`src/bridge_pwm_pkg.sv`:
```
// Constants and types for the bridge PWM output stage
// Contract
// - Polarity field inverts or passes pair A/C and pair B/D separately.
// - Period flag rises when the second PWM period begins.
// - Three source bits: comparator one, comparator two, low shutdown pin; ORed.
// - Any enabled event sets shutdown status until software or restart clears it.
// - Software writing one to shutdown status forces shutdown.
// - Shutdown puts pins into shutdown state at once, without a clock edge.
// - Pins A and C in shutdown: 00 low, 01 high, 1x released.
// - Pins B and D in shutdown: 00 low, 01 high, 1x released.
// - Triggers are levels; shutdown holds while an enabled level remains.
// - Writes to shutdown status are ignored while a condition is present.
// - Output resumes only at the next period start after shutdown ends.
// - With restart enabled hardware clears status once the condition is gone.
// - Synchronised comparator two shutdown waits for the secondary timer edge.
// - Half-bridge dead band delays only inactive-to-active edges.
// - Seven-bit delay count gives instruction cycles before the active edge.
// - Steering works only with mode-select 11 and bridge mode 00.
// - Steered pins all carry the same modulated waveform, one to four.
// - Polarity field sets polarity of all steered pins.
// - Shutdown in steering alters only steered pins.
// - Half-bridge puts waveform on pin A, complement on pin B.
// - Steering enable one routes waveform; zero gives ordinary port output.
// - Steer sync one defers steering changes to next period start.
package bridge_pwm_pkg;

    // ------------------------------------------------------------
    // Register map
    // ------------------------------------------------------------
    localparam logic [2:0] ADDR_CAPTURE_PWM_CONTROL     = 3'h0;
    localparam logic [2:0] ADDR_AUTO_SHUTDOWN_CONTROL   = 3'h1;
    localparam logic [2:0] ADDR_RESTART_AND_DEADBAND    = 3'h2;
    localparam logic [2:0] ADDR_STEER_CONTROL           = 3'h3;
    localparam logic [2:0] ADDR_STATUS                  = 3'h4;
    localparam logic [2:0] ADDR_PORT_LATCH              = 3'h5;

    localparam logic [7:0] RESET_CAPTURE_PWM_CONTROL    = 8'h00;
    localparam logic [7:0] RESET_AUTO_SHUTDOWN_CONTROL  = 8'h00;
    localparam logic [7:0] RESET_RESTART_AND_DEADBAND   = 8'h00;
    localparam logic [4:0] RESET_STEER_CONTROL          = 5'h01;
    localparam logic [3:0] RESET_PORT_LATCH             = 4'h0;

    // ------------------------------------------------------------
    // Field positions
    // ------------------------------------------------------------
    localparam int BRIDGE_MODE_LSB    = 6;
    localparam int MODE_SELECT_LSB    = 2;
    localparam int SHUTDOWN_STATUS    = 7;
    localparam int SOURCE_LSB         = 4;
    localparam int PAIR_AC_LSB        = 2;
    localparam int PAIR_BD_LSB        = 0;
    localparam int RESTART_ENABLE     = 7;
    localparam int STEER_SYNC         = 4;
    localparam int STATUS_FLAG        = 0;
    localparam int STATUS_SHUT        = 1;
    localparam int STATUS_RUN         = 2;

    localparam logic [1:0] MODE_SELECT_PWM   = 2'b11;
    localparam logic [1:0] BRIDGE_SINGLE     = 2'b00;
    localparam logic [1:0] BRIDGE_FULL_FWD   = 2'b01;
    localparam logic [1:0] BRIDGE_HALF       = 2'b10;
    localparam logic [1:0] BRIDGE_FULL_REV   = 2'b11;

    // ------------------------------------------------------------
    // Types
    // ------------------------------------------------------------
    typedef enum logic [3:0] {
        ST_IDLE = 4'b0001,
        ST_WAIT = 4'b0010,
        ST_RUN  = 4'b0100,
        ST_SHUT = 4'b1000
    } run_state_t;

    typedef struct packed {
        logic [7:0] addr_pad;
        logic [2:0] addr;
        logic [7:0] wdata;
        logic       wr;
        logic       rd;
    } reg_req_t;

    typedef struct packed {
        run_state_t state;
        logic [7:0] capture_pwm_control;
        logic [7:0] auto_shutdown_control;
        logic [7:0] restart_and_deadband;
        logic [4:0] steer_written;
        logic [3:0] steer_enables;
        logic [3:0] port_latch;
        logic       period_timer_flag;
        logic       cmp2_held;
        logic [6:0] delay_a;
        logic [6:0] delay_b;
        logic [3:0] pin_level;
        logic [3:0] pwm_pins;
        logic [7:0] rdata;
    } state_t;

endpackage

```
`src/bridge_pwm_output_stage.sv`:
```
// Polarity, dead band, auto-shutdown and steering output stage
//
// Decided for this implementation: the address map and the address-and-strobe port.
`timescale 1ns/1ps

module bridge_pwm_output_stage
    import bridge_pwm_pkg::*;
(
    input  wire logic       i_clk,
    input  wire logic       i_reset_n,
    input  wire logic [2:0] i_addr,
    input  wire logic [7:0] i_wdata,
    input  wire logic       i_wr,
    input  wire logic       i_rd,
    output logic [7:0]      o_rdata,
    input  wire logic       i_pwm,
    input  wire logic       i_period_start,
    input  wire logic       i_cmp1,
    input  wire logic       i_cmp2,
    input  wire logic       i_comparator_two_sync,
    input  wire logic       i_sec_timer_edge,
    input  wire logic       i_shutdown_pin_n,
    output logic            o_period_timer_flag,
    output logic [3:0]      o_out,
    output logic [3:0]      o_out_oe_n
);

    // ------------------------------------------------------------
    // Helpers
    // ------------------------------------------------------------
    function automatic logic pol(input logic v, input logic inv);
        pol = v ^ inv;
    endfunction

    function automatic logic [1:0] sd_pin(input logic [1:0] f);
        // Returns {release, level}
        sd_pin = {f[1], f[0] & ~f[1]};
    endfunction

    state_t q;
    state_t d;

    logic       cmp2_eff;
    logic       cond;
    logic       shut_now;
    logic [1:0] mode_sel;
    logic [1:0] bridge;
    logic       enhanced;
    logic [1:0] sd_ac;
    logic [1:0] sd_bd;

    // ------------------------------------------------------------
    // Shutdown condition
    // ------------------------------------------------------------
    always_comb begin
        // Comparator two is held until the secondary timer edge
        cmp2_eff = i_comparator_two_sync ? q.cmp2_held : i_cmp2;
        cond = (q.auto_shutdown_control[SOURCE_LSB]     & i_cmp1)
             | (q.auto_shutdown_control[SOURCE_LSB + 1] & cmp2_eff)
             | (q.auto_shutdown_control[SOURCE_LSB + 2]
                & ~i_shutdown_pin_n);
        // Status bit or live level both hold shutdown
        shut_now = q.auto_shutdown_control[SHUTDOWN_STATUS]
                 | cond;
        mode_sel = q.capture_pwm_control[MODE_SELECT_LSB +: 2];
        bridge   = q.capture_pwm_control[BRIDGE_MODE_LSB +: 2];
        enhanced = (mode_sel == MODE_SELECT_PWM);
        sd_ac = sd_pin(q.auto_shutdown_control[PAIR_AC_LSB +: 2]);
        sd_bd = sd_pin(q.auto_shutdown_control[PAIR_BD_LSB +: 2]);
    end

    // ------------------------------------------------------------
    // Next state
    // ------------------------------------------------------------
    always_comb begin
        logic [3:0] want;
        logic [3:0] lvl;
        logic [3:0] pins;
        logic       inv_ac;
        logic       inv_bd;
        logic       a_on;
        logic       b_on;
        want   = 4'h0;
        lvl    = 4'h0;
        pins   = 4'h0;
        inv_ac = q.capture_pwm_control[1];
        inv_bd = q.capture_pwm_control[0];
        a_on   = 1'b0;
        b_on   = 1'b0;
        d      = q;

        // Register writes
        if (i_wr) begin
            unique case (i_addr)
                ADDR_CAPTURE_PWM_CONTROL: begin
                    d.capture_pwm_control = i_wdata;
                end
                ADDR_AUTO_SHUTDOWN_CONTROL: begin
                    d.auto_shutdown_control[6:0] = i_wdata[6:0];
                    // Ignored while a trigger is live
                    if (!cond) begin
                        d.auto_shutdown_control[SHUTDOWN_STATUS] =
                            i_wdata[SHUTDOWN_STATUS];
                    end
                end
                ADDR_RESTART_AND_DEADBAND: begin
                    d.restart_and_deadband = i_wdata;
                end
                ADDR_STEER_CONTROL: begin
                    d.steer_written = i_wdata[4:0];
                    if (!i_wdata[STEER_SYNC]) begin
                        d.steer_enables = i_wdata[3:0];
                    end
                end
                ADDR_STATUS: begin
                    if (!i_wdata[STATUS_FLAG]) begin
                        d.period_timer_flag = 1'b0;
                    end
                end
                ADDR_PORT_LATCH: begin
                    d.port_latch = i_wdata[3:0];
                end
                default: begin
                end
            endcase
        end

        // Deferred steering update
        if (i_period_start && q.steer_written[STEER_SYNC]) begin
            d.steer_enables = q.steer_written[3:0];
        end

        // Hardware set beats software clear
        if (cond) begin
            d.auto_shutdown_control[SHUTDOWN_STATUS] = 1'b1;
        end else if (q.restart_and_deadband[RESTART_ENABLE]
                     && q.auto_shutdown_control[SHUTDOWN_STATUS]) begin
            d.auto_shutdown_control[SHUTDOWN_STATUS] = 1'b0;
        end

        if (i_sec_timer_edge) begin
            d.cmp2_held = i_cmp2;
        end

        // Period flag: first start opens the period, second sets flag
        if (i_period_start && q.state == ST_RUN) begin
            d.period_timer_flag = 1'b1;
        end

        // Run control
        unique case (q.state)
            ST_IDLE: begin
                if (enhanced) begin
                    d.state = ST_WAIT;
                end
            end
            ST_WAIT: begin
                if (!enhanced) begin
                    d.state = ST_IDLE;
                end else if (shut_now) begin
                    d.state = ST_SHUT;
                end else if (i_period_start) begin
                    d.state = ST_RUN;
                end
            end
            ST_RUN: begin
                if (!enhanced) begin
                    d.state = ST_IDLE;
                end else if (shut_now) begin
                    d.state = ST_SHUT;
                end
            end
            ST_SHUT: begin
                if (!enhanced) begin
                    d.state = ST_IDLE;
                end else if (!shut_now && i_period_start) begin
                    // A start in the first clear cycle still counts
                    d.state = ST_RUN;
                end else if (!shut_now) begin
                    d.state = ST_WAIT;
                end
            end
        endcase

        // Dead band counters, one count per instruction cycle
        if (!i_pwm || q.state != ST_RUN) begin
            d.delay_a = 7'h00;
        end else if (q.delay_a != q.restart_and_deadband[6:0]) begin
            d.delay_a = q.delay_a + 7'h01;
        end
        if (i_pwm || q.state != ST_RUN) begin
            d.delay_b = 7'h00;
        end else if (q.delay_b != q.restart_and_deadband[6:0]) begin
            d.delay_b = q.delay_b + 7'h01;
        end
        // Delay only the turn-on edge; turn-off passes straight
        a_on = i_pwm && (q.delay_a == q.restart_and_deadband[6:0])
               && (q.state == ST_RUN);
        b_on = !i_pwm && (q.delay_b == q.restart_and_deadband[6:0])
               && (q.state == ST_RUN);

        // Active levels before polarity; inactive while waiting
        if (enhanced) begin
            unique case (bridge)
                BRIDGE_SINGLE: begin
                    pins = q.steer_enables;
                    want = {4{i_pwm && q.state == ST_RUN}};
                end
                BRIDGE_HALF: begin
                    pins = 4'b0011;
                    want = {2'b00, b_on, a_on};
                end
                BRIDGE_FULL_FWD: begin
                    pins = 4'b1111;
                    want = {i_pwm, 2'b00, 1'b1}
                         & {4{q.state == ST_RUN}};
                end
                BRIDGE_FULL_REV: begin
                    pins = 4'b1111;
                    want = {1'b0, 1'b1, i_pwm, 1'b0}
                         & {4{q.state == ST_RUN}};
                end
            endcase
        end

        // Same polarity pairing serves steering
        lvl[0] = pol(want[0], inv_ac);
        lvl[2] = pol(want[2], inv_ac);
        lvl[1] = pol(want[1], inv_bd);
        lvl[3] = pol(want[3], inv_bd);
        d.pin_level = (pins & lvl) | (~pins & q.port_latch);
        d.pwm_pins  = pins;

        // Register reads
        d.rdata = 8'h00;
        if (i_rd) begin
            unique case (i_addr)
                ADDR_CAPTURE_PWM_CONTROL: begin
                    d.rdata = q.capture_pwm_control;
                end
                ADDR_AUTO_SHUTDOWN_CONTROL: begin
                    d.rdata = q.auto_shutdown_control;
                end
                ADDR_RESTART_AND_DEADBAND: begin
                    d.rdata = q.restart_and_deadband;
                end
                ADDR_STEER_CONTROL: begin
                    d.rdata = {3'h0, q.steer_written};
                end
                ADDR_STATUS: begin
                    d.rdata = {5'h00, q.state == ST_RUN, shut_now,
                               q.period_timer_flag};
                end
                ADDR_PORT_LATCH: begin
                    d.rdata = {4'h0, q.port_latch};
                end
                default: begin
                    d.rdata = 8'h00;
                end
            endcase
        end
    end

    // ------------------------------------------------------------
    // State register
    // ------------------------------------------------------------
    always_ff @(posedge i_clk or negedge i_reset_n) begin
        if (!i_reset_n) begin
            q.state                 <= ST_IDLE;
            q.capture_pwm_control   <= RESET_CAPTURE_PWM_CONTROL;
            q.auto_shutdown_control <= RESET_AUTO_SHUTDOWN_CONTROL;
            q.restart_and_deadband  <= RESET_RESTART_AND_DEADBAND;
            q.steer_written         <= RESET_STEER_CONTROL;
            q.steer_enables         <= RESET_STEER_CONTROL[3:0];
            q.port_latch            <= RESET_PORT_LATCH;
            q.period_timer_flag     <= 1'b0;
            q.cmp2_held             <= 1'b0;
            q.delay_a               <= 7'h00;
            q.delay_b               <= 7'h00;
            q.pin_level             <= 4'h0;
            q.pwm_pins              <= 4'h0;
            q.rdata                 <= 8'h00;
        end else begin
            q <= d;
        end
    end

    // ------------------------------------------------------------
    // Pin drive
    // ------------------------------------------------------------
    // Shutdown bypasses the output flops so the pins react
    // without waiting for an edge; only PWM-owned pins move.
    always_comb begin
        o_rdata             = q.rdata;
        o_period_timer_flag = q.period_timer_flag;
        o_out               = q.pin_level;
        o_out_oe_n          = 4'h0;
        if (shut_now && enhanced) begin
            if (q.pwm_pins[0]) begin
                o_out[0] = sd_ac[0];
                o_out_oe_n[0] = sd_ac[1];
            end
            if (q.pwm_pins[2]) begin
                o_out[2] = sd_ac[0];
                o_out_oe_n[2] = sd_ac[1];
            end
            if (q.pwm_pins[1]) begin
                o_out[1] = sd_bd[0];
                o_out_oe_n[1] = sd_bd[1];
            end
            if (q.pwm_pins[3]) begin
                o_out[3] = sd_bd[0];
                o_out_oe_n[3] = sd_bd[1];
            end
        end
    end

endmodule // bridge_pwm_output_stage

```
`config.mk`:
```
export PLATFORM = sky130hd
export DESIGN_NAME = bridge_pwm_output_stage
export DESIGN_NICKNAME = d
export VERILOG_FILES = /design/src/bridge_pwm_pkg.sv /design/src/bridge_pwm_output_stage.sv
export SDC_FILE = /design/constraint.sdc
export NUM_CORES = 1
export LEC_CHECK = 0
export BUFFER_PORTS_ARGS = -buffer_cell sky130_fd_sc_hd__buf_4
export CAP_MARGIN = 10
export CORE_MARGIN = 8
export CORE_UTILIZATION = 45
export DETAILED_ROUTE_END_ITERATION = 12
export GPL_TIMING_DRIVEN = 0
export PLACE_DENSITY = 0.69
export SLEW_MARGIN = 20
export SYNTH_ARGS = -nofsm -noshare
export SYNTH_HDL_FRONTEND = slang
export SYNTH_SLANG_ARGS = --single-unit
```
`constraint.sdc`:
```
create_clock -name i_clk -period 2.6 [get_ports i_clk]
set_input_delay 0.26 -clock i_clk [delete_from_list [all_inputs] [get_ports i_clk]]
set_output_delay 0.26 -clock i_clk [all_outputs]
set_load 0.005 [all_outputs]
```
* After elaboration in Yosys (flattened, before gate mapping)
Cells that the tools add are included.
** Operators by class
- $add $sub $neg :: 2
- Eq/ne operators :: 24
- Mux-type cells :: 44
- Bitwise gates (word level) :: 21
- Reduce and logical (&&, ||, !) cells :: 34
** Operator list (number)
- $mux W4 :: 16
- $pmux W8 S6 :: 1
- $pmux W4 S4 :: 2
- $mux W30 :: 1
- $mux W7 :: 4
- $mux W8 :: 3
- $mux W1 :: 15
- $add A7 B1 Y7 const B :: 2
- $eq A7 B7 Y1 :: 2
- $ne A7 B7 Y1 :: 2
- $and A4 B4 Y4 :: 3
- $pmux W4 S3 :: 1
- $reduce_and A2 Y1 :: 6
- $reduce_bool A2 Y1 :: 6
- $logic_and A1 B1 Y1 :: 10
- $mux W9 :: 1
- $ne A4 B4 Y1 const B :: 2
- $eq A2 B2 Y1 const B :: 3
- $eq A3 B2 Y1 const B :: 2
- $eq A3 B3 Y1 const B :: 2
- $reduce_and A3 Y1 :: 2
- $reduce_bool A3 Y1 :: 2
- $and A1 B1 Y1 :: 5
- $and A3 B4 Y4 :: 1
- 21 further kinds :: 31
** Word-level totals
- Flip-flop bits (word level) :: 73
- Input port bits :: 22
- Output and inout bits :: 17
- Word-level logic and storage cells :: 140

* Depth between registers and ports, before layout
Gate-level depths: netlist (run 1).
- Word-level depth :: 10
- Gate-level depth with buffers :: 7
- Mapped depth without buffers :: 5

* Worst setup path after synthesis (run 1)
Ideal clock, no wire load.
- Path type :: flip-flop to output port
- Start :: register q[30] (netlist bit)
- End :: output o_out[0]
- Data arrival time :: 1.786 ns
- Data required time :: 2.340 ns
- Path slack :: 0.554 ns
- Stages on the path, launching flop included :: 7
- Path buffers :: 1
- Cells stage by stage :: dfrtp_1 mux2_1 a2111o_1 and2_1 buf_2 nand2_1 mux2_1
** On the way
- Longest elaborated chain between the ends :: 7
** RTL lines
- start: declaration :: RTL line bridge_pwm_output_stage.sv:40 : state_t q;
- $mux W1 :: RTL line bridge_pwm_output_stage.sv:57 : cmp2_eff = i_comparator_two_sync ? q.cmp2_held : i_cmp2;
- $and A1 B1 Y1 :: RTL line bridge_pwm_output_stage.sv:59 : | (q.auto_shutdown_control[SOURCE_LSB + 1] & cmp2_eff)
- $or A1 B1 Y1 :: RTL line bridge_pwm_output_stage.sv:59
- $or A1 B1 Y1 :: RTL line bridge_pwm_output_stage.sv:60 : | (q.auto_shutdown_control[SOURCE_LSB + 2]
- $or A1 B1 Y1 :: RTL line bridge_pwm_output_stage.sv:64 : | cond;
- $logic_and A1 B1 Y1 :: RTL line bridge_pwm_output_stage.sv:298 : if (shut_now && enhanced) begin
- $mux W4 :: RTL line bridge_pwm_output_stage.sv:298
- end: declaration :: RTL line bridge_pwm_output_stage.sv:24 : output logic [3:0] o_out,
No other way between the ends.

* Final worst setup path (run 1)
- Start :: register q[30] (netlist bit)
- End :: output o_out[1]
The elaborated chain is that of the path after synthesis.

==> insert_results.sql, run 1 <==
INSERT INTO impl_metrics (metric_group, metric, value, unit) VALUES
('worst_setup_path', 'arrival', '2.20', 'ns'),
('yosys', 'synth_top_cells_by_count', 'dfrtp_1, mux2_2, nor2_1', ''),
('yosys', 'synth_most_common_cell', 'dfrtp_1', ''),
('yosys', 'yosys_warnings', '0', ''),
('place', 'place.port_buffers', '37', ''),
('final_layout', 'growth_of_design_area_from_synthesis_to_finish', '17.8', '%'),
('yosys', 'synth_cell_type_count', '51', ''),
('worst_setup_path', 'crit_path_cell_trace', 'mux2_1, a2111o_1, and2_4, nand2_1, mux2_1, buf_4', ''),
('sta', 'final-setup-viol-count', '0', ''),
('sta', 'final-hold-violation-count', '0', ''),
('cts', 'htreeDepth', '3', ''),
('cts', 'cts_buffers', '9', ''),
('sta', 'final_period_minus_worst_setup_slack', '2.46', 'ns'),
('yosys', 'post_synth_and_or_nand_nor_area_fraction', '0.163', ''),
('sta', 'rsz_0062_raised_after_global_routing', 'no', ''),
('place', 'final_wtd_congestion', '0.830', ''),
('yosys', 'postSynth.topFlopCell', 'dfrtp_1', ''),
('yosys', 'combinational_family_with_the_most_area_after_synthesis', 'multiplexers', ''),
('place', 'placedCellCount', '485', ''),
('sta', 'maxSlewHeadroom', '0.385', ''),
('route', 'dr.first_iter.drc_count', '178', ''),
('route', 'num_vias', '2728', ''),
('cts', 'cts_sinks', '73', ''),
('sta', 'clock_skew', '0.0102', 'ns'),
('flow_run', 'cap_viol_max_count', '0', ''),
('worst_setup_path', 'crit_path_max_incr_delay', '0.42', 'ns'),
('worst_setup_path', 'timing.critical_path.required', '2.34', 'ns'),
('final_layout', 'final-instance-count-excl-fill', '501', ''),
('yosys', 'synth_seq_area_share', '0.482', ''),
('global_route', 'grt_start_max_net_pins', '74', ''),
('worst_setup_path', 'critical_path_peak_fanout', '9', ''),
('yosys', 'ys_ff_latch', '73', ''),
('floorplan', 'fp-row-count', '33', ''),
('global_route', 'antenna_found_initial', '0', ''),
('outcome', 'result_of_the_run', 'finished, final reports clean', ''),
('worst_setup_path', 'critical-path-slowest-cell', 'a2111o_1', ''),
('power', 'p_per_area', '757', 'mW/mm^2'),
('power', 'vdd_drop_max', '0.274', 'mV'),
('sta', 'tightest_slew', '0.922', 'ns'),
('floorplan', 'floorplan.initialDensity', '0.462', ''),
('yosys', 'synthCells', '343', ''),
('cts', 'clkLatencyLatePin', '0.35', 'ns'),
('yosys', 'synthXorXnorAreaFrac', '0.0599', ''),
('sta', 'max_freq', '0.407', 'GHz'),
('final_layout', 'antenna-diode-count', '0', ''),
('global_route', 'track_usage', '0.156', ''),
('route', 'drt-wirelength-per-cell', '16.7', 'um'),
('route', 'detail_route.vias_per_cell', '5.45', ''),
('yosys', 'syn_avg_cell_area', '11.1', 'sq um'),
('cts', 'hold_buffers', '0', ''),
('yosys', 'syn_area', '0.00380', 'sq mm'),
('cts', 'clock_tree_from_tritoncts', 'done', ''),
('worst_setup_path', 'critPathKind', 'flop to output pin', ''),
('global_route', 'grt_first_pass_wirelength', '14000', 'um'),
('final_layout', 'fillers', '731', ''),
('final_layout', 'nets', '415', ''),
('min_path', 'min-delay-path-class', 'input port to asynchronous set/reset pin', ''),
('sta', 'report.final.slew_viol_count', '0', ''),
('yosys', 'synthArstFlopShare', '1.00', ''),
('global_route', 'grt_overflow', '0', ''),
('floorplan', 'floorplan.io_pins', '39', ''),
('yosys', 'synth.mux.area_fraction', '0.179', ''),
('final_layout', 'final_layout_size_suffix_gt1_frac', '0.301', ''),
('floorplan', 'dieArea', '0.0116', 'sq mm'),
('yosys', 'yosys.area.top_type_share', '0.461', ''),
('floorplan', 'die_w', '108', 'um'),
('sta', 'post-route-worst-setup-slack', '0.142', 'ns'),
('cts', 'clockBufferDepth', '2', ''),
('yosys', 'synthDominantAreaCellType', 'dfrtp_1', ''),
('place', 'place_ws', '0.253', 'ns'),
('route', 'route.antenna.remaining_nets', '0', '');
-- routing by layer --
| metal | up-vias | wire length [um] | GRT usage |
|---|---|---|---|
| met5 | - | 0 | 0 |
| met4 | 0 | 119 | 0.0555 |
| met3 | 11 | 469 | 0.0425 |
| met2 | 59 | 3960 | 0.240 |
| met1 | 1347 | 3820 | 0.205 |
| li1 | 1311 | - | - |
-- flip-flops by register name, indices dropped and copies added, names as in the netlist --
| register | cells |
|---|---|
| o_rdata | 8 |
| mode_sel | 2 |
| bridge | 2 |
| q | 60 |
| o_period_timer_flag | 1 |
-- area by class of cell --
| cell class | count | area, sq um | area share |
|---|---|---|---|
| sequential | 73 | 1830 | 0.409 |
| inverter | 5 | 18.8 | 0.00419 |
| multi-input combinational | 245 | 1840 | 0.410 |
| clock inverter | 4 | 97.6 | 0.0218 |
| buffer | 19 | 111 | 0.0249 |
| clock buffer | 12 | 165 | 0.0369 |
| timing repair buffer | 38 | 285 | 0.0637 |
| tap | 105 | 131 | 0.0293 |
-- cell families (layout without fill, tap and decap cells) --
logic type               after synthesis  count (layout)
AND/OR/NAND/NOR                      112             112
flip-flops                            73              73
multiplexers                          59              59
AO/OA/AOI/OAI                         46              46
XOR/XNOR                              26              26
buffers and inverters                 25              78
adder cells (fa/ha/maj)                2               2
-- worst reg2reg max path, delay by kind of cell (launching register included) --
family	cells	cell delay, ns
simple gates	4	1.60
flops	1	0.43
-- per-stage QoR --
step	power, mW	hold slack (ns)	utilization	cell area (sq um)
final	3.39	0.0178	0.545	4480
after global routing	3.59	0.112	0.545	4480
after CTS	3.42	0.0685	0.545	4470
after detailed placement	2.27	0.448	0.512	4210
after global placement	2.25	0.447	0.512	4210
after floorplan	2.00	-0.0356	-	3800
-- where the power goes --
group | leakage [nW] | internal [mW] | switching [mW]
clock | 0.129 | 0.716 | 0.412
combinational | 0.938 | 0.384 | 0.345
sequential | 0.922 | 1.35 | 0.180
total | 1.99 | 2.45 | 0.937
-- layout by cell type (no fill, tap or decap), types with 3 or more instances in the layout --
| master | instances |
|---|---|
| or3_1 | 6 |
| bufinv_16 | 3 |
| and2_1 | 7 |
| and3_1 | 5 |
| mux2_2 | 38 |
| o211ai_1 | 3 |
| nor2b_1 | 6 |
| clkbuf_1 | 6 |
| nand2_1 | 22 |
| nand2b_1 | 3 |
| nand3_1 | 5 |
| mux2_1 | 5 |
| dfstp_2 | 3 |
| xor2_1 | 22 |
| mux4_2 | 3 |
| clkbuf_8 | 12 |
| a31oi_1 | 4 |
| dfrtp_1 | 70 |
| nor2_1 | 28 |
| mux2i_1 | 13 |
| inv_1 | 5 |
| a21oi_1 | 12 |
| o21ai_0 | 9 |
| nor4_1 | 3 |
| buf_4 | 46 |
| xnor2_1 | 4 |
| nor3_1 | 8 |
| o21ai_1 | 6 |
-- timing repair --
action	CTS	global route
buffers inserted	1	0
gates resized for setup	0	2
setup endpoints to repair	4	4
pin swaps	1	0
-- path summary, 6_finish.rpt --
path                       cells past startpoint                     to  slack [ns]         startpoint
max                                            6               o_out[1]        0.14  q[30]$_DFFE_PN0P_
min                                            1      q[24]$_DFFE_PN0P_        0.02          i_reset_n
max reg2reg                                    4      q[26]$_DFFE_PN0P_        0.50  q[70]$_DFFE_PN0P_
min reg2reg                                    1      q[30]$_DFFE_PN0P_        0.51  q[30]$_DFFE_PN0P_
max in group asynchronous                      1      q[49]$_DFFE_PN0P_        1.96          i_reset_n
min in group i_clk                             3  bridge[1]$_DFFE_PN0P_        0.15         i_wdata[7]
Note: power is estimated with default switching activity, not from simulation.
==> run 2: changes to the inputs <==
Settings changed: ABC_AREA set to 1.
==> run 2 against run 1 <==
Net effect:
- total power shrank 12%
- final area shrank 0.64%
- combinational power shrank 15%
- setup slack gained 0.22 ns
- critical endpoint unchanged
- non-clock buffer count shrank 7
- global-route usage grew 1.7 points
- synthesized cell count grew 43%
- final cell count grew 30%
==> insert_results.sql, run 2 <==
INSERT INTO impl_metrics (metric_group, metric, value, unit) VALUES
('yosys', 'syn_avg_cell_area', '7.83', 'sq um'),
('yosys', 'synthArstFlopShare', '1.00', ''),
('outcome', 'result_of_the_run', 'finished, final reports clean', ''),
('global_route', 'track_usage', '0.172', ''),
('final_layout', 'most-common-layout-cells', 'nand2_1, inv_1, dfrtp_1, buf_4, o21ai_0', ''),
('yosys', 'synth_cell_type_count', '38', ''),
('yosys', 'synth-edff-count', '0', ''),
('final_layout', 'final-instance-count-excl-fill', '649', ''),
('final_layout', 'top_register', 'q', ''),
('yosys', 'synth_seq_area_share', '0.477', ''),
('sta', 'maxSlewHeadroom', '0.388', ''),
('worst_setup_path', 'crit_start_category', 'flop', ''),
('sta', 'timing.setup.tns', '0', 'ns'),
('final_layout', 'final-seq-area', '0.00183', 'sq mm'),
('route', 'dr.first_iter.drc_count', '249', ''),
('route', 'detail_route.vias_per_cell', '5.22', ''),
('cts', 'cts_resized', '0', ''),
('worst_setup_path', 'critical_path_peak_fanout', '5', ''),
('worst_setup_path', 'critical_path.startpoint', 'q[57]$_DFFE_PN0P_', ''),
('final_layout', 'largest_register_ffs', '60', ''),
('sta', 'post-route-period-util', '0.860', ''),
('floorplan', 'die_y', '108', 'um'),
('place', 'place_hpwl', '7320', 'um'),
('global_route', 'first_global_vias', '3198', ''),
('place', 'placedCellCount', '633', ''),
('route', 'num_vias', '3391', ''),
('cts', 'hold_buffers', '0', ''),
('cts', 'clockBufferDepth', '2', ''),
('route', 'detail_route.drc_violations', '0', ''),
('min_path', 'min-delay-path-class', 'input port to asynchronous set/reset pin', ''),
('yosys', 'synthDominantAreaCellType', 'dfrtp_1', ''),
('sta', 'final_period_minus_worst_setup_slack', '2.24', 'ns'),
('sta', 'final-setup-viol-count', '0', ''),
('floorplan', 'die_w', '108', 'um'),
('worst_setup_path', 'r2r_start', 'q[69]$_DFFE_PN1P_', ''),
('global_route', 'grt_overflow', '0', ''),
('cts', 'cts_buffers', '9', ''),
('floorplan', 'placeableCoreArea', '0.00826', 'sq mm'),
('yosys', 'synth_top_cells_by_area', 'dfrtp_1, nand2_1, inv_1, o21ai_0, nor2_1', ''),
('cts', 'root_buffer', 'clkbuf_8', ''),
('final_layout', 'mostFrequentLayoutCell', 'nand2_1', ''),
('cts', 'htreeDepth', '3', ''),
('cts', 'clock_tree_from_tritoncts', 'done', ''),
('yosys', 'synth_top_cells_by_count', 'nand2_1, dfrtp_1, inv_1', ''),
('worst_setup_path', 'timing.critical_path.required', '2.34', 'ns'),
('final_layout', 'antenna-diode-count', '0', ''),
('global_route', 'antenna_found_initial', '0', ''),
('cts', 'cts_sinks', '73', ''),
('power', 'p_per_area', '671', 'mW/mm^2'),
('route', 'drt-wirelength-per-cell', '15.1', 'um'),
('floorplan', 'floorplan.initialDensity', '0.464', ''),
('route', 'route.antenna.remaining_nets', '0', ''),
('sta', 'final-hold-violation-count', '0', ''),
('worst_setup_path', 'critPathKind', 'flop to output pin', ''),
('sta', 'max_freq', '0.447', 'GHz'),
('sta', 'tightest_slew', '0.918', 'ns'),
('route', 'drt-total-wl', '9810', 'um'),
('floorplan', 'floorplan.io_pins', '39', ''),
('power', 'cellLeakagePower', '2.28', 'nW'),
('worst_setup_path', 'timing.critical_path.to_type', 'output pin', ''),
('cts', 'clkLatencyLatePin', '0.36', 'ns'),
('cts', 'clkTransAtPathRegs', '0.09', 'ns'),
('place', 'final_wtd_congestion', '0.936', ''),
('final_layout', 'multi_input_area', '0.00163', 'sq mm'),
('sta', 'report.final.slew_viol_count', '0', ''),
('sta', 'clock_skew', '0.0125', 'ns'),
('worst_setup_path', 'arrival', '1.98', 'ns'),
('yosys', 'yosys.area.top_type_share', '0.457', ''),
('place', 'place.port_buffers', '38', ''),
('floorplan', 'fp-row-count', '33', ''),
('cts', 'postCtsSetupBuffers', '0', ''),
('yosys', 'syn_area', '0.00383', 'sq mm'),
('final_layout', 'growth_of_design_area_from_synthesis_to_finish', '16.0', '%'),
('yosys', 'postSynth.topFlopCell', 'dfrtp_1', ''),
('yosys', 'yosys_warnings', '0', ''),
('global_route', 'grt_first_pass_wirelength', '16000', 'um'),
('floorplan', 'dieArea', '0.0117', 'sq mm'),
('yosys', 'synth_fp_nets', '514', ''),
('power', 'vdd_drop_max', '0.254', 'mV'),
('final_layout', 'nets', '563', ''),
('sta', 'rsz_0062_raised_after_global_routing', 'no', ''),
('yosys', 'synth_most_common_cell', 'nand2_1', ''),
('flow_run', 'cap_viol_max_count', '0', ''),
('route', 'drtPass1Iterations', '7', ''),
('final_layout', 'fillers', '819', ''),
('final_layout', 'final_layout_size_suffix_gt1_frac', '0.160', ''),
('global_route', 'grt_start_max_net_pins', '74', ''),
('yosys', 'ys_ff_latch', '73', ''),
('sta', 'timing.hold.ws', '0.0308', 'ns'),
('yosys', 'synthCells', '490', '');
## run 2: final timing paths
check | end | slack [ns] | depth (start not counted)
worst min register to register | q[66]$_DFFE_PN0P_ | 0.50 | 2
max in group asynchronous | q[25]$_DFFE_PN0P_ | 1.97 | 1
worst max-delay path | o_out[1] | 0.36 | 10
min in group i_clk | q[30]$_DFFE_PN0P_ | 0.11 | 2
worst min-delay path | q[19]$_DFFE_PN0P_ | 0.03 | 1
worst max register to register | q[13]$_DFF_PN0_ | 0.92 | 10
## run 2: cell families after synthesis
logic type	after synthesis	share of synthesized area
AOI/OAI and AO/OA	90	0.138
DFF	73	0.477
and+or+nand+nor	224	0.250
xor gates and xnor gates	13	0.0297
adders and majority gates	2	0.00652
buffers and inverters	88	0.0982
## run 2: metal layers
metal,global-route usage,share of wire,up-vias
met2,0.279,0.48,95
met3,0.0327,0.061,16
li1,-,-,1659
met5,0,0,-
met1,0.223,0.44,1621
met4,0.0694,0.017,0
## run 2: metrics by stage
step                      worst slack, ns  utilization  area [sq um]  power [mW]
after CTS                           0.327        0.539          4450        2.99
after global routing                0.201        0.539          4450        3.14
after global placement              0.741        0.515          4250        2.07
after detailed placement            0.714        0.515          4250        2.09
after floorplan                      1.13            -          3830        1.84
final                               0.365        0.539          4450        2.99
## run 2: cell type report
class                      instances  share of cell area
clock inverter                     5              0.0124
tap                              105              0.0295
clock buffer                      11              0.0318
timing repair buffer              38              0.0641
buffer                            12              0.0205
sequential                        73               0.412
multi-input combinational        329               0.366
inverter                          76              0.0641
## run 2: where the power goes
| group | leakage, nW | total [mW] | switching [mW] | internal (mW) |
|---|---|---|---|---|
| logic | 1.24 | 0.619 | 0.372 | 0.248 |
| registers | 0.941 | 1.45 | 0.139 | 1.31 |
| clock network | 0.0953 | 0.914 | 0.448 | 0.467 |
## run 2: critical path, cell delays in order (launching register included)
cell	delay [ns]
dfrtp_1	0.43
a22oi_1	0.23
nand2_1	0.12
nor2_4	0.14
inv_1	0.10
nand2_1	0.12
inv_1	0.10
nand2_1	0.11
nand2_1	0.05
o21ai_0	0.07
buf_4	0.13
==> run 3: changes to the inputs <==
Settings changed: CORE_UTILIZATION 45 to 24, PLACE_DENSITY 0.69 to 0.44, SLEW_MARGIN 20 to not set.
==> run 3 against run 2 <==
Net effect:
- die area is 73% higher
- setup slack worse by 0.021 ns
- combinational power is 3% higher
- critical endpoint unchanged
- largest power group unchanged
==> insert_results.sql, run 3 (same netlist as run 2, synthesis figures left out) <==
INSERT INTO impl_metrics (metric_group, metric, value, unit) VALUES
('sta', 'timing.hold.ws', '0.0765', 'ns'),
('cts', 'root_buffer', 'clkbuf_16', ''),
('final_layout', 'top_register', 'q', ''),
('cts', 'clkTransAtPathRegs', '0.06', 'ns'),
('route', 'dr.first_iter.drc_count', '243', ''),
('route', 'route.antenna.remaining_nets', '0', ''),
('route', 'num_vias', '3350', ''),
('sta', 'rsz_0062_raised_after_global_routing', 'no', ''),
('power', 'vdd_drop_max', '0.371', 'mV'),
('worst_setup_path', 'timing.critical_path.to_type', 'output pin', ''),
('global_route', 'grt_start_max_net_pins', '74', ''),
('floorplan', 'die_y', '142', 'um'),
('cts', 'postCtsSetupBuffers', '0', ''),
('route', 'drt-wirelength-per-cell', '14.4', 'um'),
('floorplan', 'fp-row-count', '46', ''),
('global_route', 'grt_first_pass_wirelength', '18000', 'um'),
('worst_setup_path', 'critPathKind', 'flop to output pin', ''),
('place', 'place.port_buffers', '38', ''),
('cts', 'clkLatencyLatePin', '0.34', 'ns'),
('sta', 'tightest_slew', '0.937', 'ns'),
('final_layout', 'growth_of_design_area_from_synthesis_to_finish', '21.7', '%'),
('flow_run', 'cap_viol_max_count', '0', ''),
('sta', 'report.final.slew_viol_count', '0', ''),
('global_route', 'track_usage', '0.115', ''),
('sta', 'maxSlewHeadroom', '0.375', ''),
('sta', 'max_freq', '0.443', 'GHz'),
('final_layout', 'most-common-layout-cells', 'nand2_1, inv_1, dfrtp_1, buf_4, o21ai_0', ''),
('sta', 'final-setup-viol-count', '0', ''),
('cts', 'clock_tree_from_tritoncts', 'done', ''),
('floorplan', 'floorplan.initialDensity', '0.243', ''),
('route', 'detail_route.vias_per_cell', '4.41', ''),
('route', 'drtPass1Iterations', '4', ''),
('final_layout', 'final_layout_size_suffix_gt1_frac', '0.158', ''),
('floorplan', 'floorplan.io_pins', '39', ''),
('worst_setup_path', 'crit_start_category', 'flop', ''),
('global_route', 'grt_overflow', '0', ''),
('floorplan', 'placeableCoreArea', '0.0158', 'sq mm'),
('power', 'p_per_area', '696', 'mW/mm^2'),
('min_path', 'min-delay-path-class', 'input port to asynchronous set/reset pin', ''),
('place', 'final_wtd_congestion', '0.810', ''),
('final_layout', 'nets', '563', ''),
('global_route', 'antenna_found_initial', '0', ''),
('worst_setup_path', 'arrival', '2.00', 'ns'),
('cts', 'cts_buffers', '9', ''),
('floorplan', 'die_w', '142', 'um'),
('worst_setup_path', 'timing.critical_path.required', '2.34', 'ns'),
('place', 'placed_cell_area', '0.00439', 'sq mm'),
('cts', 'cts_resized', '0', ''),
('final_layout', 'largest_register_ffs', '60', ''),
('sta', 'final-hold-violation-count', '0', ''),
('outcome', 'result_of_the_run', 'finished, final reports clean', ''),
('sta', 'final_period_minus_worst_setup_slack', '2.26', 'ns'),
('sta', 'timing.setup.tns', '0', 'ns'),
('floorplan', 'dieArea', '0.0203', 'sq mm'),
('sta', 'clock_skew', '0.00598', 'ns'),
('route', 'drt-total-wl', '10900', 'um'),
('final_layout', 'final_cell_area', '0.00467', 'sq mm'),
('route', 'detail_route.drc_violations', '0', ''),
('cts', 'cts_sinks', '73', ''),
('global_route', 'first_global_vias', '3388', ''),
('worst_setup_path', 'critical_path_peak_fanout', '5', ''),
('cts', 'clockBufferDepth', '2', ''),
('final_layout', 'mostFrequentLayoutCell', 'nand2_1', ''),
('worst_setup_path', 'ff2ff_path_depth', '9', ''),
('sta', 'post-route-period-util', '0.868', ''),
('place', 'place_hpwl', '8470', 'um'),
('cts', 'htreeDepth', '3', ''),
('cts', 'hold_buffers', '0', ''),
('final_layout', 'antenna-diode-count', '0', ''),
('power', 'cellLeakagePower', '2.32', 'nW');
-- run 3: cell types whose count changed in the layout (fill, tap and decap cells not counted) --
cell,delta
clkbuf_16,+9
clkbuf_1,+1
clkinvlp_4,-2
clkbuf_8,-8
clkinv_2,+1
bufinv_16,-1
-- run 3: metrics by stage --
step	std cells	utilization	total power, mW	setup slack (ns)
6_report	760	0.296	3.25	0.344
5_1_grt	760	0.296	3.43	0.130
4_1_cts	760	0.296	3.29	0.332
3_5_place_dp	744	0.278	2.12	0.650
3_3_place_gp	744	0.278	2.11	0.670
2_1_floorplan	490	-	1.84	1.13
-- run 3: worst paths after layout --
kind                       slack, ns                end               from
hold reg to reg                 0.49  q[65]$_DFFE_PN0P_  q[65]$_DFFE_PN0P_
hold / removal                  0.08  q[38]$_DFFE_PN0P_          i_reset_n
min in group i_clk              0.13  q[30]$_DFFE_PN0P_   i_sec_timer_edge
setup / recovery                0.34           o_out[1]  q[57]$_DFFE_PN0P_
max in group asynchronous       1.92  q[18]$_DFFE_PN0P_          i_reset_n
setup reg to reg                0.98  q[71]$_DFFE_PN0P_  q[57]$_DFFE_PN0P_
-- run 3: layer usage --
metal  global-route usage  up-vias  wire length (um)  part of all wire
met5                    0        -                 0                 0
met4               0.0565        0               243             0.022
met3               0.0181       18               424             0.039
met2                0.178       60              4900              0.45
met1                0.153     1611              5360              0.49
li1                     -     1661                 -                 -
-- run 3: power by group --
part | total [mW] | switching (mW) | internal, mW
Sequential | 1.46 | 0.141 | 1.32
Clock | 1.16 | 0.462 | 0.694
Combinational | 0.637 | 0.389 | 0.248
-- run 3: critical path, cell delays in order, from the launching register on --
cell     delay, ns
dfrtp_1       0.42
a22oi_1       0.24
nand2_1       0.14
nor2_4        0.19
inv_1         0.11
nand2_1       0.10
inv_1         0.09
nand2_1       0.10
nand2_1       0.05
o21ai_0       0.07
buf_4         0.14
-- run 3: cell type report --
cell class | count | area (sq um)
timing repair buffer | 38 | 285
inverter | 76 | 285
clock buffer | 13 | 260
clock inverter | 3 | 15.0
buffer | 12 | 91.3
multi-input combinational | 329 | 1630
fill | 1733 | 11100
sequential | 73 | 1830
tap | 216 | 270
